$ cat src/verilog/adc_seq_pkg.sv
package adc_seq_pkg;

  // Register word indices on the Wishbone bus, matched against byte address bits 5:2.
  localparam logic [3:0] ADDR_CTRL_STATUS_1  = 4'h0;
  localparam logic [3:0] ADDR_CTRL_STATUS_2  = 4'h1;
  localparam logic [3:0] ADDR_RESULT_HIGH    = 4'h2;
  localparam logic [3:0] ADDR_RESULT_LOW     = 4'h3;
  localparam logic [3:0] ADDR_COMPARE_HIGH   = 4'h4;
  localparam logic [3:0] ADDR_COMPARE_LOW    = 4'h5;
  localparam logic [3:0] ADDR_CONFIG         = 4'h6;
  localparam logic [3:0] ADDR_ANALOG_SAMPLE  = 4'h7;

  // Field positions in ctrl_status_1.
  localparam int CS1_DONE_BIT = 7;
  localparam int CS1_IEN_BIT  = 6;
  localparam int CS1_CONT_BIT = 5;
  // Field positions in ctrl_status_2.
  localparam int CS2_ACTIVE_BIT = 7;
  localparam int CS2_HWT_BIT    = 6;
  localparam int CS2_CMPEN_BIT  = 5;
  localparam int CS2_CMPGT_BIT  = 4;
  // Field positions in converter_config.
  localparam int CFG_LP_BIT    = 7;
  localparam int CFG_DIV_LSB   = 5;
  localparam int CFG_LSMP_BIT  = 4;
  localparam int CFG_MODE_LSB  = 2;
  localparam int CFG_CLK_LSB   = 0;

  // Reset values.
  localparam logic [7:0] CS1_RESET = 8'h1F;
  localparam logic [7:0] CS2_RESET = 8'h00;
  localparam logic [7:0] CFG_RESET = 8'h00;

  // Resolution modes and clock sources.
  localparam logic [1:0] MODE_8BIT   = 2'h0;
  localparam logic [1:0] MODE_10BIT  = 2'h2;
  localparam logic [1:0] CLK_BUS     = 2'h0;
  localparam logic [1:0] CLK_BUS_DV2 = 2'h1;
  localparam logic [1:0] CLK_ALT     = 2'h2;
  localparam logic [1:0] CLK_ASYNC   = 2'h3;

  // Cycle budgets: conversion clocks for sample, approximation and first-conversion extra; bus cycles of overhead.
  localparam int SHORT_SAMPLE_CYC  = 3;
  localparam int LONG_SAMPLE_CYC   = 23;
  localparam int APPROX_8_CYC      = 14;
  localparam int APPROX_10_CYC     = 17;
  localparam int FIRST_EXTRA_CYC   = 3;
  localparam int BUS_OVERHEAD_CYC  = 5;

  // Asynchronous clock start-up time and its bus-cycle count.
  localparam int CLK_PERIOD_NS     = 100;
  localparam int ASYNC_STARTUP_NS  = 5000;
  localparam int ASYNC_STARTUP_CYC = ASYNC_STARTUP_NS / CLK_PERIOD_NS;

  // Conversion sequencer states.
  typedef enum logic [5:0] {
    ST_IDLE    = 6'b00_0001,
    ST_STARTUP = 6'b00_0010,
    ST_OVERHD  = 6'b00_0100,
    ST_SAMPLE  = 6'b00_1000,
    ST_APPROX  = 6'b01_0000,
    ST_FINISH  = 6'b10_0000
  } seq_state_t;

endpackage

$ cat src/verilog/adc_conversion_sequencer.sv
`timescale 1ns/1ps

// Summary of operation
// Software trigger: a ctrl_status_1 write with channel not all ones starts conversion.
// Hardware trigger: an event on hw_trigger_input starts conversion.
// Continuous mode relaunches after each result transfer.
// Continuous runs start on the write or first trigger, repeat until aborted.
// Completion loads result, sets done flag; interrupt if enabled at that moment.
// 10-bit: high read but low not read blocks transfer; result discarded.
// Single conversion with compare false: blocking ignored, converter stops.
// Other blocked transfers start another conversion regardless of continuous bit.
// Software must not read results during a single conversion.
// A ctrl_status_1 write aborts; restarts unless channel is all ones.
// Writes to other control registers, reset, or stop without async clock abort.
// Abort keeps last results; reset returns them to reset values.
// Idle until started; async clock generator enabled only while converting.
// Sample short or long, then approximate, then transfer.
// First conversion: 5 bus cycles plus 20/23 or 40/43 conversion clocks.
// Async clock source adds 5 us start-up to first conversions.
// Subsequent continuous: 17/20 or 37/40 conversion clocks.
// Compare adds two's complement; flag on greater-equal or less-than.
// Compare true loads the difference, not the raw result.
// Compare false: no flag and no result update.
// Wait mode: running conversion finishes; trigger or continuous may start more.
// Completion in wait mode sets flag and raises wake interrupt if enabled.
// Compare active only while compare_enable is set.
// hw_trigger_select picks hardware triggering on rising edges.
// Rising trigger edges during a conversion are ignored.
// 10-bit result fills both bytes; 8-bit result sits in result_low.
// Reading result_low releases the blocking.
// ctrl_status_1 write or result_low read clears the done flag.
module adc_conversion_sequencer #(
  parameter int DATA_BITS = 10
) (
  input  wire logic        clk_in,
  input  wire logic        reset_in,
  input  wire logic        wb_cyc_in,
  input  wire logic        wb_stb_in,
  input  wire logic        wb_we_in,
  input  wire logic [5:0]  wb_adr_in,
  input  wire logic [3:0]  wb_sel_in,
  input  wire logic [31:0] wb_dat_in,
  output logic      [31:0] wb_dat_out,
  output logic             wb_ack_out,
  input  wire logic        hw_trigger_input_in,
  input  wire logic        alternate_clock_in,
  input  wire logic        async_clock_tick_in,
  input  wire logic [9:0]  analog_value_in,
  input  wire logic        wait_mode_in,
  input  wire logic        stop_mode_in,
  output logic             done_irq_out,
  output logic             async_clock_enable_out,
  output logic             converting_out,
  output logic             sample_enable_out
);

  // Elaboration check on the result width.
  if (DATA_BITS != 10) begin : g_width_check
    $error("adc_conversion_sequencer supports DATA_BITS of 10 only");
  end

  // Register state.
  logic [7:0]  cs1_r;
  logic [7:0]  cs2_r;
  logic [7:0]  cfg_r;
  logic [7:0]  cmp_hi_r;
  logic [7:0]  cmp_lo_r;
  logic [7:0]  res_hi_r;
  logic [7:0]  res_lo_r;
  logic        done_r;
  logic        block_r;
  logic        trig_prev_r;
  logic        alt_prev_r;
  logic        div2_r;
  logic [2:0]  div_cnt_r;
  logic [9:0]  held_r;
  logic        first_r;
  logic        cont_run_r;
  logic [7:0]  cnt_r;
  adc_seq_pkg::seq_state_t state_r;

  // Bus decode.
  wire         bus_req    = wb_cyc_in & wb_stb_in & ~wb_ack_out;
  wire         wr_en      = bus_req & wb_we_in & wb_sel_in[0];
  wire         rd_en      = bus_req & ~wb_we_in;
  wire  [3:0]  reg_idx    = wb_adr_in[5:2];
  wire         wr_cs1     = wr_en & (reg_idx == adc_seq_pkg::ADDR_CTRL_STATUS_1);
  wire         wr_cs2     = wr_en & (reg_idx == adc_seq_pkg::ADDR_CTRL_STATUS_2);
  wire         wr_cfg     = wr_en & (reg_idx == adc_seq_pkg::ADDR_CONFIG);
  wire         wr_cmph    = wr_en & (reg_idx == adc_seq_pkg::ADDR_COMPARE_HIGH);
  wire         wr_cmpl    = wr_en & (reg_idx == adc_seq_pkg::ADDR_COMPARE_LOW);
  wire         rd_hi      = rd_en & (reg_idx == adc_seq_pkg::ADDR_RESULT_HIGH);
  wire         rd_lo      = rd_en & (reg_idx == adc_seq_pkg::ADDR_RESULT_LOW);

  // Configuration fields.
  wire  [4:0]  chan_new   = wb_dat_in[4:0];
  wire         chan_off   = &cs1_r[4:0];
  wire         irq_en     = cs1_r[adc_seq_pkg::CS1_IEN_BIT];
  wire         cont_en    = cs1_r[adc_seq_pkg::CS1_CONT_BIT];
  wire         hwt_sel    = cs2_r[adc_seq_pkg::CS2_HWT_BIT];
  wire         cmp_en     = cs2_r[adc_seq_pkg::CS2_CMPEN_BIT];
  wire         cmp_gt     = cs2_r[adc_seq_pkg::CS2_CMPGT_BIT];
  wire         long_smp   = cfg_r[adc_seq_pkg::CFG_LSMP_BIT];
  wire  [1:0]  div_sel    = cfg_r[adc_seq_pkg::CFG_DIV_LSB +: 2];
  wire  [1:0]  mode_sel   = cfg_r[adc_seq_pkg::CFG_MODE_LSB +: 2];
  wire  [1:0]  clk_sel    = cfg_r[adc_seq_pkg::CFG_CLK_LSB +: 2];
  wire         mode10     = (mode_sel == adc_seq_pkg::MODE_10BIT);
  wire         async_sel  = (clk_sel == adc_seq_pkg::CLK_ASYNC);
  wire         busy       = (state_r != adc_seq_pkg::ST_IDLE);

  // Source tick from the selected clock, then the divide by 1, 2, 4 or 8.
  wire         alt_edge   = alternate_clock_in & ~alt_prev_r;
  wire         src_tick   = (clk_sel == adc_seq_pkg::CLK_BUS)     ? 1'b1 :
                            (clk_sel == adc_seq_pkg::CLK_BUS_DV2) ? div2_r :
                            (clk_sel == adc_seq_pkg::CLK_ALT)     ? alt_edge :
                                                                    async_clock_tick_in;
  wire  [2:0]  div_mask   = 3'((4'h1 << div_sel) - 4'h1);
  wire         conv_tick  = src_tick & ((div_cnt_r & div_mask) == div_mask);

  // Abort sources and start sources.
  // Abort conditions
  wire         abort_cfg  = wr_cs2 | wr_cfg | wr_cmph | wr_cmpl | (stop_mode_in & ~async_sel);
  // Software start
  wire         sw_start   = wr_cs1 & ~(&chan_new) & ~hwt_sel;
  // Rising edge
  wire         trig_edge  = hw_trigger_input_in & ~trig_prev_r;
  // Hardware start, ignored while busy
  // Busy ignores edges
  wire         hw_start   = hwt_sel & trig_edge & ~busy & ~cont_run_r & ~chan_off & ~stop_mode_in;

  // Compare arithmetic and result formatting.
  // Compare gating
  wire  [9:0]  cmp_val    = mode10 ? {cmp_hi_r[1:0], cmp_lo_r} : {2'h0, cmp_lo_r};
  wire  [9:0]  raw_val    = mode10 ? held_r : {2'h0, held_r[9:2]};
  // Two's complement add
  wire  [10:0] diff       = {1'b0, raw_val} + {1'b0, 10'(~cmp_val)} + 11'h001;
  wire         ge_val     = diff[10];
  wire         cmp_true   = ~cmp_en | (cmp_gt ? ge_val : ~ge_val);
  // Difference replaces raw
  wire  [9:0]  out_val    = (cmp_en ? diff[9:0] : raw_val) & (mode10 ? 10'h3FF : 10'h0FF);
  wire         blocked    = block_r & mode10;

  // Budget of the sample phase and the approximation phase.
  // Sample length
  wire  [7:0]  smp_len    = 8'(long_smp ? adc_seq_pkg::LONG_SAMPLE_CYC : adc_seq_pkg::SHORT_SAMPLE_CYC);
  // First conversion budget
  // Subsequent conversion budget
  wire  [7:0]  apx_len    = 8'(mode10 ? adc_seq_pkg::APPROX_10_CYC : adc_seq_pkg::APPROX_8_CYC)
                            + (first_r ? 8'(adc_seq_pkg::FIRST_EXTRA_CYC) : 8'h00);

  // Finishing step decisions.
  wire         finishing  = (state_r == adc_seq_pkg::ST_FINISH);
  // Compare false skips transfer
  // Blocked transfer discarded
  wire         do_xfer    = finishing & cmp_true & ~blocked;
  // Single compare-false stops
  // Blocked restarts
  // Continuous relaunch
  // Until aborted
  wire         restart    = finishing & ((cmp_true & blocked) | cont_en);
  // In wait mode with the alternate clock, wait_ok masks new_start, so converting_out rises a cycle late; the sequencer still starts.
  wire         wait_ok    = ~wait_mode_in | (clk_sel != adc_seq_pkg::CLK_ALT);
  wire         new_start  = (sw_start | hw_start) & wait_ok;

  // Bus read mux.
  wire  [7:0]  rd_byte    =
    (reg_idx == adc_seq_pkg::ADDR_CTRL_STATUS_1) ? {done_r, cs1_r[6:0]} :
    (reg_idx == adc_seq_pkg::ADDR_CTRL_STATUS_2) ? {busy, cs2_r[6:4], 4'h0} :
    (reg_idx == adc_seq_pkg::ADDR_RESULT_HIGH)   ? res_hi_r :
    (reg_idx == adc_seq_pkg::ADDR_RESULT_LOW)    ? res_lo_r :
    (reg_idx == adc_seq_pkg::ADDR_COMPARE_HIGH)  ? cmp_hi_r :
    (reg_idx == adc_seq_pkg::ADDR_COMPARE_LOW)   ? cmp_lo_r :
    (reg_idx == adc_seq_pkg::ADDR_CONFIG)        ? cfg_r : 8'h00;

  // Bus acknowledge and read data, one cycle after the request.
  always_ff @(posedge clk_in or posedge reset_in) begin
    if (reset_in) begin
      wb_ack_out <= 1'b0;
      wb_dat_out <= 32'h0000_0000;
    end else begin
      wb_ack_out <= bus_req;
      wb_dat_out <= bus_req ? {24'h00_0000, rd_byte} : 32'h0000_0000;
    end
  end

  // Control registers and edge history.
  always_ff @(posedge clk_in or posedge reset_in) begin
    if (reset_in) begin
      cs1_r       <= adc_seq_pkg::CS1_RESET;
      cs2_r       <= adc_seq_pkg::CS2_RESET;
      cfg_r       <= adc_seq_pkg::CFG_RESET;
      cmp_hi_r    <= 8'h00;
      cmp_lo_r    <= 8'h00;
      trig_prev_r <= 1'b0;
      alt_prev_r  <= 1'b0;
      div2_r      <= 1'b0;
    end else begin
      if (wr_cs1)  cs1_r    <= {1'b0, wb_dat_in[6:0]};
      if (wr_cs2)  cs2_r    <= {1'b0, wb_dat_in[6:4], 4'h0};
      if (wr_cfg)  cfg_r    <= wb_dat_in[7:0];
      if (wr_cmph) cmp_hi_r <= {6'h00, wb_dat_in[1:0]};
      if (wr_cmpl) cmp_lo_r <= wb_dat_in[7:0];
      trig_prev_r <= hw_trigger_input_in;
      alt_prev_r  <= alternate_clock_in;
      div2_r      <= ~div2_r;
    end
  end

  // Done flag, block latch and result bytes.
  always_ff @(posedge clk_in or posedge reset_in) begin
    if (reset_in) begin
      // Reset clears results
      res_hi_r <= 8'h00;
      res_lo_r <= 8'h00;
      done_r   <= 1'b0;
      block_r  <= 1'b0;
    end else begin
      // Transfer and flag
      // Result placement
      if (do_xfer) begin
        res_hi_r <= {6'h00, out_val[9:8]};
        res_lo_r <= out_val[7:0];
      end
      // Clear, with set winning
      if (do_xfer) done_r <= 1'b1;
      else if (wr_cs1 | rd_lo) done_r <= 1'b0;
      // Low read releases
      if (rd_hi) block_r <= 1'b1;
      else if (rd_lo) block_r <= 1'b0;
    end
  end

  // Interrupt and status outputs.
  // Wake interrupt
  always_ff @(posedge clk_in or posedge reset_in) begin
    if (reset_in) begin
      done_irq_out           <= 1'b0;
      async_clock_enable_out <= 1'b0;
      converting_out         <= 1'b0;
      sample_enable_out      <= 1'b0;
    end else begin
      done_irq_out           <= (do_xfer | done_r) & irq_en & ~(wr_cs1 | rd_lo);
      // Async generator gating
      async_clock_enable_out <= async_sel & (new_start | restart | (busy & ~finishing));
      converting_out         <= new_start | restart | (busy & ~finishing);
      sample_enable_out      <= (state_r == adc_seq_pkg::ST_SAMPLE);
    end
  end

  // Conversion sequencer.
  always_ff @(posedge clk_in or posedge reset_in) begin
    if (reset_in) begin
      state_r    <= adc_seq_pkg::ST_IDLE;
      cnt_r      <= 8'h00;
      div_cnt_r  <= 3'h0;
      held_r     <= 10'h000;
      first_r    <= 1'b0;
      cont_run_r <= 1'b0;
    end else if (wr_cs1 | abort_cfg) begin
      // Abort and restart
      state_r    <= sw_start ? adc_seq_pkg::ST_STARTUP : adc_seq_pkg::ST_IDLE;
      cnt_r      <= 8'h00;
      div_cnt_r  <= 3'h0;
      first_r    <= 1'b1;
      cont_run_r <= 1'b0;
    end else begin
      if (src_tick) div_cnt_r <= div_cnt_r + 3'h1;
      unique case (state_r)
        adc_seq_pkg::ST_IDLE: begin
          if (hw_start) begin
            state_r    <= adc_seq_pkg::ST_STARTUP;
            first_r    <= 1'b1;
            cont_run_r <= cont_en;
          end
        end
        adc_seq_pkg::ST_STARTUP: begin
          // Async start-up delay
          if (!async_sel || cnt_r >= 8'(adc_seq_pkg::ASYNC_STARTUP_CYC - 1)) begin
            state_r <= adc_seq_pkg::ST_OVERHD;
            cnt_r   <= 8'h00;
          end else begin
            cnt_r <= cnt_r + 8'h01;
          end
        end
        adc_seq_pkg::ST_OVERHD: begin
          // Start-up step, these three steps and the finish step make the five bus cycles.
          if (cnt_r >= 8'(adc_seq_pkg::BUS_OVERHEAD_CYC - 3)) begin
            state_r <= adc_seq_pkg::ST_SAMPLE;
            cnt_r   <= 8'h00;
          end else begin
            cnt_r <= cnt_r + 8'h01;
          end
        end
        adc_seq_pkg::ST_SAMPLE: begin
          if (conv_tick) begin
            if (cnt_r >= smp_len - 8'h01) begin
              state_r <= adc_seq_pkg::ST_APPROX;
              held_r  <= analog_value_in;
              cnt_r   <= 8'h00;
            end else begin
              cnt_r <= cnt_r + 8'h01;
            end
          end
        end
        adc_seq_pkg::ST_APPROX: begin
          if (conv_tick) begin
            if (cnt_r >= apx_len - 8'h01) begin
              state_r <= adc_seq_pkg::ST_FINISH;
              cnt_r   <= 8'h00;
            end else begin
              cnt_r <= cnt_r + 8'h01;
            end
          end
        end
        adc_seq_pkg::ST_FINISH: begin
          state_r <= restart ? adc_seq_pkg::ST_SAMPLE : adc_seq_pkg::ST_IDLE;
          first_r <= 1'b0;
          if (!restart) cont_run_r <= 1'b0;
        end
      endcase
    end
  end

endmodule

$ cat config.mk
export PLATFORM = sky130hd
export DESIGN_NAME = adc_conversion_sequencer
export DESIGN_NICKNAME = d
export VERILOG_FILES = /design/src/verilog/adc_seq_pkg.sv /design/src/verilog/adc_conversion_sequencer.sv
export SDC_FILE = /design/constraint.sdc
export NUM_CORES = 1
export LEC_CHECK = 0
export ABC_AREA = 1
export BUFFER_PORTS_ARGS = -buffer_cell sky130_fd_sc_hd__buf_2
export CORE_MARGIN = 1.5
export CORE_UTILIZATION = 40
export CTS_BUF_LIST = sky130_fd_sc_hd__clkbuf_4 sky130_fd_sc_hd__clkbuf_8 sky130_fd_sc_hd__clkbuf_16
export DETAILED_ROUTE_END_ITERATION = 16
export GPL_ROUTABILITY_DRIVEN = 0
export PLACE_DENSITY = 0.73
export SETUP_SLACK_MARGIN = 0.02
export SYNTH_ARGS = -nofsm -noshare
export SYNTH_HDL_FRONTEND = slang
export SYNTH_SLANG_ARGS = --single-unit
$ cat constraint.sdc
create_clock -name clk_in -period 6.9 [get_ports clk_in]
set_input_delay 1.035 -clock clk_in [delete_from_list [all_inputs] [get_ports clk_in]]
set_output_delay 1.035 -clock clk_in [all_outputs]
set_load 0.01 [all_outputs]
== After elaboration in Yosys (flattened, before gate mapping) ==
Index checks and enable logic that the tools add are counted.
Word-level totals
  bits in registers: 85
  latch bits: 0
  bits in writable memories: 0
  bits in read-only memories: 0
  input port bits: 62
  output and inout port bits: 37
  logic and storage cells: 199
  memories: 0
Operators by class
  add/subtract/negate cells: 8
  multiply operators: 0
  div/mod/pow operators: 0
  $lt $le $gt $ge: 4
  equality and inequality tests: 27
  shifts and indexed selects: 1
  multiplexer cells: 51
  bitwise logic cells: 68
  reductions and logical operators: 16
Operators with widths (number)
  8-bit 2-to-1 mux: 15
  6-bit 2-to-1 mux: 8
  10-bit 2-to-1 mux: 4
  6-bit case mux with 6 select lines: 1
  1-bit AND: 33
  8-bit case mux with 4 select lines: 1
  1-bit inverter: 19
  8-bit greater-or-equal comparator: 2
  3-bit inequality test (second input constant): 5
  1-bit 2-to-1 mux: 13
  1-bit bitwise OR: 13
  4-bit by 3-bit equality test with 1-bit output (second input constant): 3
  10-bit by 10-bit adder with 11-bit output: 1
  11-bit by 1-bit adder with 11-bit output (second input constant): 1
  10-bit AND: 1
  5-bit 2-to-1 mux: 2
  10-bit inverter: 1
  5-bit AND reduction: 2
  8-bit by 1-bit adder with 8-bit output (second input constant): 1
  4-bit by 2-bit equality test with 1-bit output (second input constant): 2
  8-bit by 2-bit greater-or-equal comparator with 1-bit output (second input constant): 1
  8-bit by 6-bit greater-or-equal comparator with 1-bit output (second input constant): 1
  7-bit AND reduction: 1
  6-bit by 1-bit subtractor with 7-bit output (second input constant): 1
  other kinds (34): 43

== Longest topological paths before layout ==
  depth in word-level cells: 14
  gate-level depth with buffers: 22
  depth with buffers taken out: 21

== Worst setup path before layout ==
OpenSTA, ideal clock, no wires.
  path type: register to register
  start: register cfg_r[2]
  end: register res_lo_r[7]
  library setup time: 77 ps
  arrival: 2332 ps
  data required time: 6823 ps
  slack: 4490 ps
  stages on the path, launching flop included: 15
  buffers on the path: 2
  clock period less this slack: 2410 ps
  cells stage by stage: dfrtp_1 nor2_1 clkbuf_1 o21ai_0 ha_1 nand2_1 nand2_1 a21oi_1 nand3_1 nand2_1 nand3_1 nand2_1 clkbuf_1 a21oi_1 a21oi_1
On the way
  longest elaborated chain between the ends: 10
  elaborated cells between the ends (all ways): 15
  classes of those cells: 2 x add/sub; 1 x eq/ne; 4 x mux; 8 x bitwise
RTL lines
  start: declaration: RTL line adc_conversion_sequencer.sv:65  | logic [7:0] cfg_r;
  start signal: assignment: RTL line adc_conversion_sequencer.sv:191  | cfg_r <= adc_seq_pkg::CFG_RESET;
  start signal: assignment: RTL line adc_conversion_sequencer.sv:200  | if (wr_cfg) cfg_r <= wb_dat_in[7:0];
  2-bit equality test (*): RTL line adc_conversion_sequencer.sv:107  | wire mode10 = (mode_sel == adc_seq_pkg::MODE_10BIT);
  10-bit 2-to-1 mux: RTL line adc_conversion_sequencer.sv:133  | wire [9:0] cmp_val = mode10 ? {cmp_hi_r[1:0], cmp_lo_r} : {2'h0, cmp_lo_r};
  10-bit inverter: RTL line adc_conversion_sequencer.sv:136  | wire [10:0] diff = {1'b0, raw_val} + {1'b0, 10'(~cmp_val)} + 11'h001;
  10-bit by 10-bit adder with 11-bit output: RTL line adc_conversion_sequencer.sv:136
  11-bit by 1-bit adder with 11-bit output: RTL line adc_conversion_sequencer.sv:136
  1-bit inverter: RTL line adc_conversion_sequencer.sv:138  | wire cmp_true = ~cmp_en | (cmp_gt ? ge_val : ~ge_val);
  1-bit 2-to-1 mux: RTL line adc_conversion_sequencer.sv:138
  1-bit bitwise OR: RTL line adc_conversion_sequencer.sv:138
  1-bit AND (2 in a row): RTL line adc_conversion_sequencer.sv:155  | wire do_xfer = finishing & cmp_true & ~blocked;
  end signal: assignment: RTL line adc_conversion_sequencer.sv:222  | res_lo_r <= out_val[7:0];
  end: declaration: RTL line adc_conversion_sequencer.sv:69  | logic [7:0] res_lo_r;
Every way passes the cells marked *; elsewhere a longest branch is shown, timed or not.
A chain may end at the register's enable or synchronous reset.

== Worst setup path in the final report ==
  start: register cfg_r[3]
  end: register res_lo_r[5]
The elaborated chain is that of the path after synthesis.

==> results by group <==
Run status
  – Outcome: finished, final reports clean

Timing
  – Worst slew pin tran: between 1 and 1.5 ns
  – Max Freq: 0.259 GHz
  – Final WS setup: ~3.0 ns
  – Fin Setup TNS: 0 ns
  – RSZ-0062 raised after global routing: false
  – Fin crit period: around 3.9 ns
  – Clk_skew: ~0.011 ns
  – Final Slew Violations: 0
  – WHS: between 0.4 and 0.5 ns
  – Hold Vio Cnt, Final: 0
  – Period utilization: 0.560
  – Final setup vio count: 0
  – Relative slew slack: 0.298

Floorplan
  – Chip Width: 116 um
  – Vert. Die Dim: 116 um
  – I/O pins: 99
  – Rows: 41
  – Die ar.: 13600 sq um
  – Core footprint: 12600 sq um
  – Initial Util: 0.410

Layout
  – Nets@finish: 813
  – Layout cells sized above 1: 0.124
  – Non-filler cells, final: 904
  – Most frequent cells in the layout: nand2_1, inv_1, dfrtp_1
  – Most common library cell in the layout ignoring fill and taps: nand2_1
  – Fin util: 0.460
  – ANT cells: 0
  – Area of the multi-input gates: 2500 sq um
  – P&R area growth vs syn: 12.3%
  – FF+latch area: roughly 2100 sq um
  – Fill cells: between 1000 and 1500

Place
  – Hpwl dp: about 9000 um
  – Dpl ws: 3.04 ns
  – Port Buffer Count: 45
  – Placed insts: about 890

Logic synthesis
  – Synth Cell Area: around 5200 sq um
  – Asr flop ratio synth: 1.00
  – Yosys cell types: 45
  – Post-synth EDFFs: 0
  – Yosys reg bits: 85
  – Ys flop type: dfrtp_1
  – Sequential area share after synthesis: 0.414
  – Syn. warnings: 0
  – Post-Syn Instances: around 700
  – Mean Syn Cell Area: approximately 7.6 sq um

Drt
  – Drt drc: 0
  – Avg WL per Cell: ~13 um
  – Post-route ant nets: 0
  – Via count: 4411
  – Starting DRT DRC Count: between 300 and 400
  – DR pass1 iterations: 5
  – Number of vias per cell: between 4 and 5
  – WL final: 11900 um

Critical path
  – Critical Path Stages: 16
  – Setup CP Type: reg2reg
  – Critical Path AT: roughly 4 ns
  – R2r worst-path depth: 16
  – Critical path, cell by cell: inv_1 -> nor2_1 -> inv_1 -> o21ai_0 -> ha_1 -> nand2_1 -> inv_1 -> nand2_1 -> nand2_1 -> nand2_1 -> nand4_1 -> nand3_1 -> nand2_1 -> inv_1 -> o21ai_0 -> o21ai_0
  – Worst setup startpoint: cfg_r[3]
  – FF-to-FF setup slack: ~3.0 ns
  – Most frequent CP cell: nand2_1
  – Critical path startpoint category: register
  – FF-to-FF Start: cfg_r[3]
  – Slowest-stage cell, CP: nor2_1
  – Crit path to: res_lo_r[5]
  – CP max stage delay: roughly 0.68 ns
  – Max FO, Critical Path: 14
  – Bufs and invs on worst path: 4
  – WP data required: about 7.2 ns
  – CP endpoint kind: register
  – Reg-to-reg endpoint: res_lo_r[5]
  – Worst path top cell family by delay: simple AND/OR/NAND/NOR gates

Clocking
  – CTS clk-pin slew, worst paths: 0.06 ns
  – Setup Fix Bufs, Post-CTS: 0
  – Post-cts sizing count: 0
  – Hold Buf Count CTS: 0
  – CTS Buf Count: 9
  – TritonCTS clock tree: built
  – # clock sinks: 85
  – H-tree depth: 3
  – Clock Tree Buf Depth: 2
  – Clk_lat worst skew: approximately 0.34 ns
  – Clk root buf: clkbuf_16

Hold path
  – Hold WC Path Type: reg2reg
  – Hold depth: 1

Power
  – Leakage: approximately 3.0 nW
  – PD cells: 234 nW/um^2
  – Maximum VDD drop: approximately 0.12 mV

Global route
  – Pin count of the biggest net entering global routing: 86
  – Total gr overflow: 0
  – Vias in the first global route: between 3000 and 4000
  – Antenna violations before repair: 0
  – GRT Resource Usage Total: 0.185
  – First-pass GRT wire length: between 15000 and 20000 um

Flow run
  – Max-Cap Viols: 0
==> metal layers <==
layer | part of all wire | track usage | up-vias | wire length [um]
met1 | 0.47 | 0.254 | 2011 | 5540
met2 | 0.47 | 0.288 | 125 | 5530
met5 | 0 | 0 | - | 0
met3 | 0.047 | 0.0280 | 19 | 553
met4 | 0.022 | 0.0878 | 0 | 264
li1 | - | - | 2256 | -
==> synth_stat cells, types with 2 or more instances <==
master,count,share of area
nor3_1,11,0.011
buf_2,2,0.0019
nand2_1,178,0.13
nand3b_1,3,0.0044
a21oi_1,30,0.029
inv_2,4,0.0029
nor3b_1,2,0.0029
o21bai_1,2,0.0029
a221oi_1,4,0.0068
ha_1,23,0.056
o211ai_1,2,0.0029
o21ai_1,5,0.0049
o21ai_0,61,0.059
nand2_4,2,0.0044
inv_1,92,0.067
nor2_4,3,0.0066
buf_4,26,0.038
nor2_1,51,0.037
nand3_1,39,0.038
inv_4,2,0.0024
a211oi_1,2,0.0029
o221ai_1,4,0.0068
dfrtp_1,79,0.38
a31oi_1,3,0.0036
clkbuf_1,6,0.0044
o22ai_1,5,0.0061
nand2_2,4,0.0049
xor2_1,5,0.0085
nand4_1,10,0.012
dfstp_2,6,0.031
==> state kept, by name (all words and copies together) (netlist names), 2 cells and up <==
register,count
cs1_r,7
state_r,6
res_hi_r,2
wb_dat_out,8
held_r,10
res_lo_r,8
cfg_r,8
cmp_lo_r,8
cnt_r,8
div_cnt_r,3
cmp_hi_r,2
cs2_r,3
==> power breakdown <==
group / total, mW / internal, mW / switching, mW / leakage [nW]
clock: 0.522 / 0.327 / 0.195 / 0.157
combinational: 0.262 / 0.0847 / 0.177 / 1.72
sequential: 0.568 / 0.540 / 0.0276 / 1.11
==> how the worst min path moves through the flow <==
stage	end	from	slack (ns)
floorplan	div2_r	div2_r	0.39
global placement	div2_r	div2_r	0.41
detailed placement	div2_r	div2_r	0.41
CTS	div2_r	div2_r	0.42
global route	div2_r	div2_r	0.43
finish	div2_r	div2_r	0.43
==> final cells by class <==
class                      instances  area share
clock inverter                     5      0.0147
inverter                          99      0.0653
tap                              172      0.0372
multi-input combinational        486       0.432
timing repair buffer              46      0.0402
clock buffer                      11      0.0415
sequential                        85       0.369
==> logic make-up after synthesis <==
group / count (synthesis) / share of synthesized area
and+or+nand+nor: 309 / 0.263
buffers and inverters: 133 / 0.117
AOI/OAI and AO/OA: 122 / 0.133
DFF: 85 / 0.414
adders and majority gates: 24 / 0.0597
xor gates and xnor gates: 6 / 0.0102
other: 1 / 0.000728
muxes: 1 / 0.00194
==> metrics by stage <==
step           power (mW)  area, sq um
3_5_place_dp        0.837         5460
4_1_cts              1.36         5790
3_3_place_gp        0.833         5460
6_report             1.35         5790
5_1_grt              1.42         5790
2_1_floorplan       0.774         5240
No activity file was read; power rests on OpenSTA's default activity.
